### config.mk
export PLATFORM = sky130hd
export DESIGN_NAME = mac_speed_duplex_control
export DESIGN_NICKNAME = d
export VERILOG_FILES = /design/src/inc/mac_ctl_pkg.sv /design/src/inc/nv_image_if.sv /design/src/hdl/nv_image_loader.sv /design/src/hdl/mac_speed_duplex_control.sv
export SDC_FILE = /design/constraint.sdc
export NUM_CORES = 1
export LEC_CHECK = 0
export BUFFER_PORTS_ARGS = -buffer_cell sky130_fd_sc_hd__buf_4
export CAP_MARGIN = 20
export CORE_MARGIN = 1.5
export CORE_UTILIZATION = 45
export CTS_CLUSTER_SIZE = 24
export DETAILED_ROUTE_END_ITERATION = 10
export PLACE_DENSITY_LB_ADDON = 0.3
export SLEW_MARGIN = 10
export SYNTH_ARGS = -nofsm -noshare
export SYNTH_HDL_FRONTEND = slang
export SYNTH_HIERARCHICAL = 1
export SYNTH_SLANG_ARGS = --single-unit
export TNS_END_PERCENT = 20
### constraint.sdc
create_clock -name clk_i -period 2.7 [get_ports clk_i]
set_input_delay 0.135 -clock clk_i [delete_from_list [all_inputs] [get_ports clk_i]]
set_output_delay 0.135 -clock clk_i [all_outputs]
set_load 0.01 [all_outputs]
### src/inc/mac_ctl_pkg.sv
/*
  Constants for the MAC speed and duplex control block: register offsets,
  field positions, encodings and reset values.
  Assumes a 32-bit classic Wishbone register bus with word addressing in bytes.
*/
package mac_ctl_pkg;
  localparam logic [7:0] MAC_CONTROL_OFFS     = 8'h00;
  localparam logic [7:0] NV_IMAGE_OFFS        = 8'h04;
  localparam logic [7:0] LINK_STATUS_OFFS     = 8'h08;

  localparam int RST_BIT          = 0;
  localparam int SPEED_LSB        = 1;
  localparam int DUPLEX_BIT       = 3;
  localparam int AUTO_SPEED_BIT   = 11;
  localparam int AUTO_DUPLEX_BIT  = 12;
  localparam int RST_PROTECT_BIT  = 13;
  localparam int RECEIVER_ON_BIT  = 14;
  localparam int TRANSMIT_ON_BIT  = 15;

  localparam int FULL_DUPLEX_BIT  = 0;
  localparam int HALF_ALLOWED_BIT = 1;
  localparam int IN_RESET_BIT     = 2;

  typedef enum logic [1:0] {
    SPEED_10   = 2'h0,
    SPEED_100  = 2'h1,
    SPEED_1000 = 2'h2,
    SPEED_RSVD = 2'h3
  } speed_t;

  localparam logic [1:0] SPEED_RESET       = 2'h0;
  localparam logic       DUPLEX_RESET      = 1'h0;
  localparam logic       AUTO_DUPLEX_RESET = 1'h1;
  localparam logic       AUTO_SPEED_RESET  = 1'h0;
  localparam logic [3:0] MAC_RESET_CYCLES  = 4'h4;
endpackage

### src/inc/nv_image_if.sv
/*
  Carrier for the configuration image between the top and its loader.
  Assumes one clock shared by both ends.
*/
`timescale 1ns/10ps
`default_nettype none
interface nv_image_if;
  logic       valid;
  logic       auto_duplex;
  logic       auto_speed;
  logic       duplex;
  logic [1:0] speed;
  modport loader (output valid, auto_duplex, auto_speed, duplex, speed);
  modport user   (input  valid, auto_duplex, auto_speed, duplex, speed);
endinterface
`default_nettype wire

### src/hdl/nv_image_loader.sv
/*
  Holds the configuration image last loaded from EEPROM, or from one-time memory while no EEPROM image has come.
  Assumes the source strobes arrive synchronous to clk_i from the fetch logic.
*/
`timescale 1ns/10ps
`default_nettype none
module nv_image_loader (
  input  wire logic       clk_i,
  input  wire logic       rst_i,
  input  wire logic       eeprom_load_i,
  input  wire logic       otp_load_i,
  input  wire logic [1:0] cfg0_i,
  input  wire logic [2:0] cfg2_i,
  nv_image_if.loader      img
);
  // Power-up values: a bus reset must not wipe the image, so rst_i is not used here
  logic       eeprom_seen_reg = 1'b0;
  logic       eeprom_seen_next;
  logic       loaded_reg      = 1'b0;
  logic       loaded_next;
  logic [4:0] image_reg       = {mac_ctl_pkg::AUTO_DUPLEX_RESET, mac_ctl_pkg::AUTO_SPEED_RESET,
                                 mac_ctl_pkg::DUPLEX_RESET, mac_ctl_pkg::SPEED_RESET};
  logic [4:0] image_next;

  always_comb begin
    eeprom_seen_next = eeprom_seen_reg | eeprom_load_i;
    loaded_next      = loaded_reg | eeprom_load_i | otp_load_i;
    image_next       = image_reg;
    // EEPROM wins over one-time memory, even when both come in one cycle
    if (eeprom_load_i) begin
      image_next = {cfg0_i, cfg2_i};
    end else if (otp_load_i && !eeprom_seen_reg) begin
      image_next = {cfg0_i, cfg2_i};
    end
  end

  // The image survives a bus reset: only the power-up value is a constant
  always_ff @(posedge clk_i) begin
    eeprom_seen_reg <= eeprom_seen_next;
    loaded_reg      <= loaded_next;
    image_reg       <= image_next;
  end

  // Until any image arrives, the fallback defaults are reported
  assign img.valid       = loaded_reg;
  assign img.auto_duplex = image_reg[4];
  assign img.auto_speed  = image_reg[3];
  assign img.duplex      = image_reg[2];
  assign img.speed       = image_reg[1:0];
endmodule
`default_nettype wire

### src/hdl/mac_speed_duplex_control.sv
/*
  MAC operating configuration: duplex, speed, detection enables and the
  self-clearing MAC reset, reached over classic Wishbone.
  Assumes detected link state is synchronous to clk_i and that rst_i is the
  USB reset or soft lite reset.
*/
// Added by the designer: the register offsets and the Wishbone interface to the registers.
`timescale 1ns/10ps
`default_nettype none
module mac_speed_duplex_control (
  input  wire logic        clk_i,
  input  wire logic        rst_i,
  input  wire logic        cyc_i,
  input  wire logic        stb_i,
  input  wire logic        we_i,
  input  wire logic [7:0]  adr_i,
  input  wire logic [3:0]  sel_i,
  input  wire logic [31:0] dat_i,
  output logic      [31:0] dat_o,
  output logic             ack_o,
  output logic             err_o,
  input  wire logic        det_full_duplex_i,
  input  wire logic [1:0]  det_speed_i,
  input  wire logic        eeprom_load_i,
  input  wire logic        otp_load_i,
  input  wire logic [1:0]  cfg0_i,
  input  wire logic [2:0]  cfg2_i,
  output logic             mac_reset_o,
  output logic             full_duplex_o,
  output logic             gmii_sel_o,
  output logic [1:0]       speed_o,
  output logic             receiver_on_o,
  output logic             transmitter_on_o
);
  nv_image_if img ();

  nv_image_loader u_loader (
    .clk_i         (clk_i),
    .rst_i         (rst_i),
    .eeprom_load_i (eeprom_load_i),
    .otp_load_i    (otp_load_i),
    .cfg0_i        (cfg0_i),
    .cfg2_i        (cfg2_i),
    .img           (img)
  );

  logic       duplex_reg,  duplex_next;
  logic [1:0] speed_reg,   speed_next;
  logic       auto_dpx_reg, auto_dpx_next;
  logic       auto_spd_reg, auto_spd_next;
  logic       protect_reg = 1'b0;
  logic       protect_next;
  logic       rst_d_reg, rst_d_next;
  logic       rx_on_reg,   rx_on_next;
  logic       tx_on_reg,   tx_on_next;
  logic [3:0] rst_cnt_reg, rst_cnt_next;
  logic       ack_reg,     ack_next;
  logic       err_reg,     err_next;
  logic [31:0] rdat_reg,   rdat_next;
  logic       eff_dpx_reg, eff_dpx_next;
  logic [1:0] eff_spd_reg, eff_spd_next;
  logic       det_dpx_reg, det_dpx_next;
  logic [1:0] det_spd_reg, det_spd_next;

  logic        req;
  logic        wr_ctl;
  logic [31:0] ctl_view;
  logic [1:0]  eff_spd;
  logic        eff_dpx;

  assign req    = cyc_i & stb_i & ~ack_reg & ~err_reg;
  assign wr_ctl = req & we_i & sel_i[0] & (adr_i == mac_ctl_pkg::MAC_CONTROL_OFFS);

  // Detected values are read back while detection owns the field
  always_comb begin
    eff_spd = auto_spd_reg ? det_spd_reg : speed_reg;
    eff_dpx = auto_dpx_reg ? det_dpx_reg : duplex_reg;
    ctl_view = 32'h0000_0000;
    ctl_view[mac_ctl_pkg::RST_BIT]               = (rst_cnt_reg != 4'h0);
    ctl_view[mac_ctl_pkg::SPEED_LSB +: 2]        = eff_spd;
    ctl_view[mac_ctl_pkg::DUPLEX_BIT]            = eff_dpx;
    ctl_view[mac_ctl_pkg::AUTO_SPEED_BIT]        = auto_spd_reg;
    ctl_view[mac_ctl_pkg::AUTO_DUPLEX_BIT]       = auto_dpx_reg;
    ctl_view[mac_ctl_pkg::RST_PROTECT_BIT]       = protect_reg;
    ctl_view[mac_ctl_pkg::RECEIVER_ON_BIT]       = rx_on_reg;
    ctl_view[mac_ctl_pkg::TRANSMIT_ON_BIT]       = tx_on_reg;
  end

  // Configuration group
  always_comb begin
    duplex_next   = duplex_reg;
    speed_next    = speed_reg;
    auto_dpx_next = auto_dpx_reg;
    auto_spd_next = auto_spd_reg;
    protect_next  = protect_reg;
    rx_on_next    = rx_on_reg;
    tx_on_next    = tx_on_reg;
    det_dpx_next  = det_full_duplex_i;
    det_spd_next  = det_speed_i;
    rst_d_next    = rst_i;
    // Protection spans a whole reset, however long, and ends at its release
    if (rst_d_reg && !rst_i) begin
      protect_next = 1'b0;
    end
    if (rst_i) begin
      auto_dpx_next = img.auto_duplex;
      auto_spd_next = img.auto_speed;
      rx_on_next    = 1'b0;
      tx_on_next    = 1'b0;
      if (!protect_reg) begin
        duplex_next = img.duplex;
        speed_next  = img.speed;
      end
      // A protected field keeps its value across this reset
    end else if (wr_ctl) begin
      if (!auto_dpx_reg) begin
        duplex_next = dat_i[mac_ctl_pkg::DUPLEX_BIT];
      end
      // Reserved code 11 is refused and the old speed stays
      if (!auto_spd_reg && dat_i[mac_ctl_pkg::SPEED_LSB +: 2] != mac_ctl_pkg::SPEED_RSVD) begin
        speed_next = dat_i[mac_ctl_pkg::SPEED_LSB +: 2];
      end
    end
    if (!rst_i && req && we_i && adr_i == mac_ctl_pkg::MAC_CONTROL_OFFS && sel_i[1]) begin
      auto_spd_next = dat_i[mac_ctl_pkg::AUTO_SPEED_BIT];
      auto_dpx_next = dat_i[mac_ctl_pkg::AUTO_DUPLEX_BIT];
      protect_next  = dat_i[mac_ctl_pkg::RST_PROTECT_BIT];
      rx_on_next    = dat_i[mac_ctl_pkg::RECEIVER_ON_BIT];
      tx_on_next    = dat_i[mac_ctl_pkg::TRANSMIT_ON_BIT];
    end
  end

  always_ff @(posedge clk_i) begin
    duplex_reg   <= duplex_next;
    speed_reg    <= speed_next;
    auto_dpx_reg <= auto_dpx_next;
    auto_spd_reg <= auto_spd_next;
    protect_reg  <= protect_next;
    rst_d_reg    <= rst_d_next;
    rx_on_reg    <= rx_on_next;
    tx_on_reg    <= tx_on_next;
    det_dpx_reg  <= det_dpx_next;
    det_spd_reg  <= det_spd_next;
  end

  // Self-clearing MAC reset: held for a few cycles so the MAC sees it
  always_comb begin
    rst_cnt_next = rst_cnt_reg;
    if (rst_i) begin
      rst_cnt_next = 4'h0;
    end else if (wr_ctl && dat_i[mac_ctl_pkg::RST_BIT]) begin
      rst_cnt_next = mac_ctl_pkg::MAC_RESET_CYCLES;
    end else if (rst_cnt_reg != 4'h0) begin
      rst_cnt_next = rst_cnt_reg - 4'h1;
    end
  end

  always_ff @(posedge clk_i) begin
    rst_cnt_reg <= rst_cnt_next;
  end

  // Operating outputs; half duplex is never used at gigabit
  always_comb begin
    eff_spd_next = eff_spd;
    eff_dpx_next = eff_dpx | (eff_spd == mac_ctl_pkg::SPEED_1000);
  end

  always_ff @(posedge clk_i) begin
    if (rst_i) begin
      eff_spd_reg <= mac_ctl_pkg::SPEED_RESET;
      eff_dpx_reg <= mac_ctl_pkg::DUPLEX_RESET;
    end else begin
      eff_spd_reg <= eff_spd_next;
      eff_dpx_reg <= eff_dpx_next;
    end
  end

  // Wishbone slave: one registered answer per request, a cycle after it, err on unmapped words
  always_comb begin
    ack_next  = 1'b0;
    err_next  = 1'b0;
    rdat_next = rdat_reg;
    if (!rst_i && req) begin
      unique case (adr_i)
        mac_ctl_pkg::MAC_CONTROL_OFFS: begin
          ack_next  = 1'b1;
          rdat_next = ctl_view;
        end
        mac_ctl_pkg::NV_IMAGE_OFFS: begin
          ack_next  = 1'b1;
          rdat_next = {27'h0, img.auto_duplex, img.auto_speed, img.duplex, img.speed};
        end
        mac_ctl_pkg::LINK_STATUS_OFFS: begin
          ack_next  = 1'b1;
          rdat_next = {29'h0, (rst_cnt_reg != 4'h0), (eff_spd_reg != mac_ctl_pkg::SPEED_1000),
                       eff_dpx_reg};
        end
        default: begin
          err_next  = 1'b1;
          rdat_next = 32'h0000_0000;
        end
      endcase
    end
  end

  always_ff @(posedge clk_i) begin
    if (rst_i) begin
      ack_reg  <= 1'b0;
      err_reg  <= 1'b0;
      rdat_reg <= 32'h0000_0000;
    end else begin
      ack_reg  <= ack_next;
      err_reg  <= err_next;
      rdat_reg <= rdat_next;
    end
  end

  always_ff @(posedge clk_i) begin
    if (rst_i) begin
      mac_reset_o      <= 1'b0;
      full_duplex_o    <= 1'b0;
      gmii_sel_o       <= 1'b0;
      speed_o          <= 2'h0;
      receiver_on_o    <= 1'b0;
      transmitter_on_o <= 1'b0;
    end else begin
      mac_reset_o      <= (rst_cnt_next != 4'h0);
      full_duplex_o    <= eff_dpx_next;
      gmii_sel_o       <= (eff_spd_next == mac_ctl_pkg::SPEED_1000);
      speed_o          <= eff_spd_next;
      receiver_on_o    <= rx_on_next;
      transmitter_on_o <= tx_on_next;
    end
  end

  assign dat_o = rdat_reg;
  assign ack_o = ack_reg;
  assign err_o = err_reg;

  duplex_write_a: assert property (@(posedge clk_i) disable iff (rst_i)
    wr_ctl && !auto_dpx_reg |=> duplex_reg == $past(dat_i[3]))
    else $error("duplex bit not written");
  duplex_hold_a: assert property (@(posedge clk_i) disable iff (rst_i)
    auto_dpx_reg && $past(auto_dpx_reg) && !$past(rst_i) |-> $stable(duplex_reg))
    else $error("duplex changed under auto");
  gig_full_a: assert property (@(posedge clk_i) disable iff (rst_i)
    eff_spd_next == mac_ctl_pkg::SPEED_1000 |=> full_duplex_o)
    else $error("half duplex at gigabit");
  speed_write_a: assert property (@(posedge clk_i) disable iff (rst_i)
    wr_ctl && !auto_spd_reg && dat_i[2:1] != 2'h3 |=> speed_reg == $past(dat_i[2:1]))
    else $error("speed not written");
  speed_auto_a: assert property (@(posedge clk_i) disable iff (rst_i)
    auto_spd_reg |-> ##1 (ctl_view[2:1] == det_spd_reg || !auto_spd_reg))
    else $error("auto speed not reported");
  gmii_sel_a: assert property (@(posedge clk_i) disable iff (rst_i)
    ##1 gmii_sel_o == (speed_o == 2'h2))
    else $error("interface select mismatch");
  speed_legal_a: assert property (@(posedge clk_i) disable iff (rst_i)
    speed_reg != 2'h3 || $past(rst_i))
    else $error("reserved speed stored");
  mac_reset_a: assert property (@(posedge clk_i) disable iff (rst_i)
    wr_ctl && dat_i[0] |=> mac_reset_o [*4] ##1 !mac_reset_o)
    else $error("mac reset pulse wrong");
  protect_keep_a: assert property (@(posedge clk_i)
    rst_i && protect_reg |=> $stable(speed_reg) && $stable(duplex_reg))
    else $error("protected field lost");
  reload_auto_a: assert property (@(posedge clk_i)
    rst_i |=> auto_dpx_reg == $past(img.auto_duplex) && auto_spd_reg == $past(img.auto_speed))
    else $error("auto enables not reloaded");
endmodule
`default_nettype wire

Word-level counts from Yosys, hierarchy flattened
Index checks and enable logic that the tools add are counted.

Register bits: 63. Input bits: 59. Output and inout bits: 41. Word-level logic and storage cells: 92.

Add/subtract/negate cells: 1. Eq/ne operators: 7. Multiplexer cells: 28. Bitwise operators: 11. Reductions and logical operators: 23.

Operators with widths (count): $pmux W16 S3 (1); $mux W1 (17); $mux W4 (3); $mux W2 (5); $mux W5 (2); $reduce_bool A2 Y1 (5); $eq A8 B3 Y1 const B (1); $eq A8 B4 Y1 const B (1); $logic_and A1 B1 Y1 (8); $logic_not A8 Y1 (1); $ne A2 B2 Y1 const B (4); $reduce_bool A4 Y1 (2); $and A1 B1 Y1 (6); $reduce_and A3 Y1 (2); $sub A4 B1 Y4 const B (1); $logic_not A1 Y1 (3); $not A1 Y1 (3); $reduce_or A3 Y1 (1); $eq A2 B2 Y1 const B (1); $or A1 B1 Y1 (2); $reduce_or A2 Y1 (1).

Logic depth before layout (Yosys ltp)
Depth in word-level cells: 10. Depth in mapped cells: 6. Depth with buffers taken out: 6.

Hierarchy
Netlist, hierarchy kept.

Modules (own cells, without submodules): mac_speed_duplex_control (instances 1, cells each 165, area each 1681.6 sq um, seq. area each 760.7 sq um); nv_image_loader (instances 1, cells each 11, area each 215.2 sq um, seq. area each 190.2 sq um).

Worst setup path after synthesis
OpenSTA, ideal clock, no wires.

Path kind: input to register. Start point: in adr_i[2]. End point: reg auto_dpx_reg (data pin). Setup time: 0.260 ns. Arrival time: 1.711 ns. Required time: 2.440 ns. Path slack: 0.729 ns. Stages on the path: 6. Buffers on the path: 2. Cells stage by stage: buf_6 -> or4_4 -> nor4_4 -> and3_1 -> buf_6 -> mux2_4.

Cells in the longest elaborated chain, start to end: 4.

RTL lines: start, declared (RTL line mac_speed_duplex_control.sv:16) `input wire logic [7:0] adr_i,`; $logic_not A8 Y1 (RTL line mac_speed_duplex_control.sv:124) `if (!rst_i && req && we_i && adr_i == mac_ctl_pkg::MAC_CONTROL_OFFS && sel_i[1]) begin`; $logic_and A1 B1 Y1 (2 in a row) (RTL line mac_speed_duplex_control.sv:124); $mux W1 (RTL line mac_speed_duplex_control.sv:124); named net auto_dpx_next (RTL line mac_speed_duplex_control.sv:49) `logic auto_dpx_reg, auto_dpx_next;`; end signal, assigned (RTL line mac_speed_duplex_control.sv:136) `auto_dpx_reg <= auto_dpx_next;`; end, declared (RTL line mac_speed_duplex_control.sv:49).

The timed path passes the listed nets, and every way through them passes these cells. A chain may end at the register's enable or synchronous reset.

Worst setup path in the final report
Start point: in adr_i[7]. End point: reg receiver_on_o.

Cells in the longest elaborated chain, start to end: 4.

RTL lines: $logic_not A8 Y1 (RTL line mac_speed_duplex_control.sv:124); $logic_and A1 B1 Y1 (2 in a row) (RTL line mac_speed_duplex_control.sv:124); $mux W1 (RTL line mac_speed_duplex_control.sv:124); end signal, assigned (RTL line mac_speed_duplex_control.sv:231) `receiver_on_o <= rx_on_next;`; end, declared (RTL line mac_speed_duplex_control.sv:32) `output logic receiver_on_o,`.

No other way between the ends.

==> impl_metrics.toml <==
[placed_design]
place_area_um2 = 2230
dp.cells = 273
dp_hpwl_um = 2850
port_buffers = 52
post-place-ws_ns = 0.589
globalplace.congestion = 0.817

[final_layout]
final_area_um2 = 2390
largest_register_ffs = 10
areaGrowthSynthToFinish_pct = 27.6
final_nets = 297
fill_cells = 364
finalNonFillerCells = 288
regArea_um2 = 931
diodes = 0
multi_input_area_um2 = 801
drive_above_1_share_pct = 34.5

[timing]
drv_slew = 0
hold_viol_final = 0
rsz0062_at_grt = "no"
period_needed_ns = 1.78
post-route-period-util_pct = 65.9
relSlewSlack_pct = 62.8
tightestPinTransition_ns = 0.554
fin_skew_ns = 0.00693
fmax_mhz = 562
setup_viol = 0
setup_tns_ns = 0
setup_slack_ns = 0.920

[critical_path]
worst-path-max-fanout = 5
crit_top_cell = "buf_4"
cp-start-kind = "primary input"
critPathKind = "in2reg"
path_buf_inv = 2
arrival_ns = 1.96
cp_top_family = "simple AND/OR/NAND/NOR gates"
cpMaxStageDelayCell = "or4_1"
cp.required_ns = 2.88
path_cells = "buf_4 > or4_1 > nor4_4 > and3_1 > buf_4 > mux2_4"
crit_path_end_kind = "register"
slowest_delay_ns = 0.60

[pwr]
power.total_w = 0.00140
p_leak_nw = 1.06
power.density_nw_per_um2 = 588
ir_worst_vdd_mv = 0.370

[die]
io_pins = 100
die_x_um = 67.5
core_um2 = 4000
rows = 23
dieArea_um2 = 4550
die_y_um = 67.5
initial_core_util_pct = 46.8

[cts]
cts_root_buf = "clkbuf_8"
cts-buffers-inserted = 5
clk_pin_slew_ns = 0.08
cts_setup_buffers = 0
cts_buffer_depth = 2
insertion_delay_ns = 0.30
cts_tree = "done"
h-tree-depth = 2
cts.sinks = 41

[flow_run]
drv_cap = 0

[global_routing]
gr-max-usage-layer = "met2"
met1_usage_pct = 21.1
grt_pass1_wl_um = 5780
met3_usage_pct = 4.67
grt_overflow = 0
antenna_found_initial = 0
grt_use_total_pct = 17.4
grt_use_met2_pct = 29.0
grt_max_degree = 25
grt_pass1_vias = 1266

[logic_synthesis]
syn_area_um2 = 1870
synth.avg_cell_area_um2 = 10.8
syn_inst = 174
yosys_warnings = 6

[route]
wl_per_cell_um = 12.8
postRouteWirelength_um = 3690
viasPerCell = 4.87
drc = 0
drt_iter0_markers = 50
dr.pass1.iters = 4
ant_nets = 0
num_vias = 1402

[worst_hold_path]
hold_path_class = "in2reg"

[outcome]
outcome = "finished clean"
[metal layers]
| layer | share of wire [%] | wire length [um] |
|---|---|---|
| met2 | 50 | 1840 |
| met1 | 43 | 1570 |
| met5 | 0 | 0 |
| met4 | 1.4 | 52 |
| met3 | 6.3 | 231 |
[layout by cell type, fill, tap and decap left out, drive strengths merged, types with 6 or more instances in the layout]
cell type / count
dlygate4sd3: 7
buf: 56
nor2: 8
a21oi: 6
and3: 6
mux2: 11
clkbuf: 6
nand2: 10
edfxtp: 11
a22o: 6
dfxtp: 30
conb: 22
[timing repair]
action                     in CTS  in global routing
resized for setup               0                  0
hold buffers                    6                  1
hold endpoints to repair        6                  1
setup endpoints to repair       0                  0
[layout make-up]
class | count | area share, %
sequential | 41 | 39.0
multi-input combinational | 122 | 33.5
timing repair buffer | 63 | 20.5
clock buffer | 6 | 3.04
tap | 50 | 2.62
clock inverter | 2 | 0.629
inverter | 4 | 0.629
[report_power, final]
part	leakage (nW)	switching [W]	internal [W]	total [W]
clock	0.0374	0.000211	0.000182	0.000393
combinational	0.677	0.000142	0.000154	0.000296
sequential	0.350	0.0000372	0.000678	0.000715
total	1.06	0.000390	0.00101	0.00140
[through the flow]
stage	hold WS (ns)	utilization, %
after CTS	0.000574	59.4
after floorplan	0.163	-
after detailed placement	0.241	55.7
after global placement	0.240	55.7
after global routing	0.00181	59.7
final	0.00841	59.7
[path summary, 6_finish.rpt]
path,endpoint,depth (start not counted),slack [ns],startpoint
setup / recovery,receiver_on_o$_SDFF_PP0_,6,0.92,adr_i[7]
hold / removal,u_loader/image_reg[0]$_DFFE_PP_,1,0.008,cfg2_i[0]
setup reg to reg,receiver_on_o$_SDFF_PP0_,5,0.96,err_o$_SDFF_PP0_
hold reg to reg,u_loader/eeprom_seen_reg$_DFF_P_,1,0.46,u_loader/eeprom_seen_reg$_DFF_P_
Note: power is estimated with default switching activity, not from simulation.
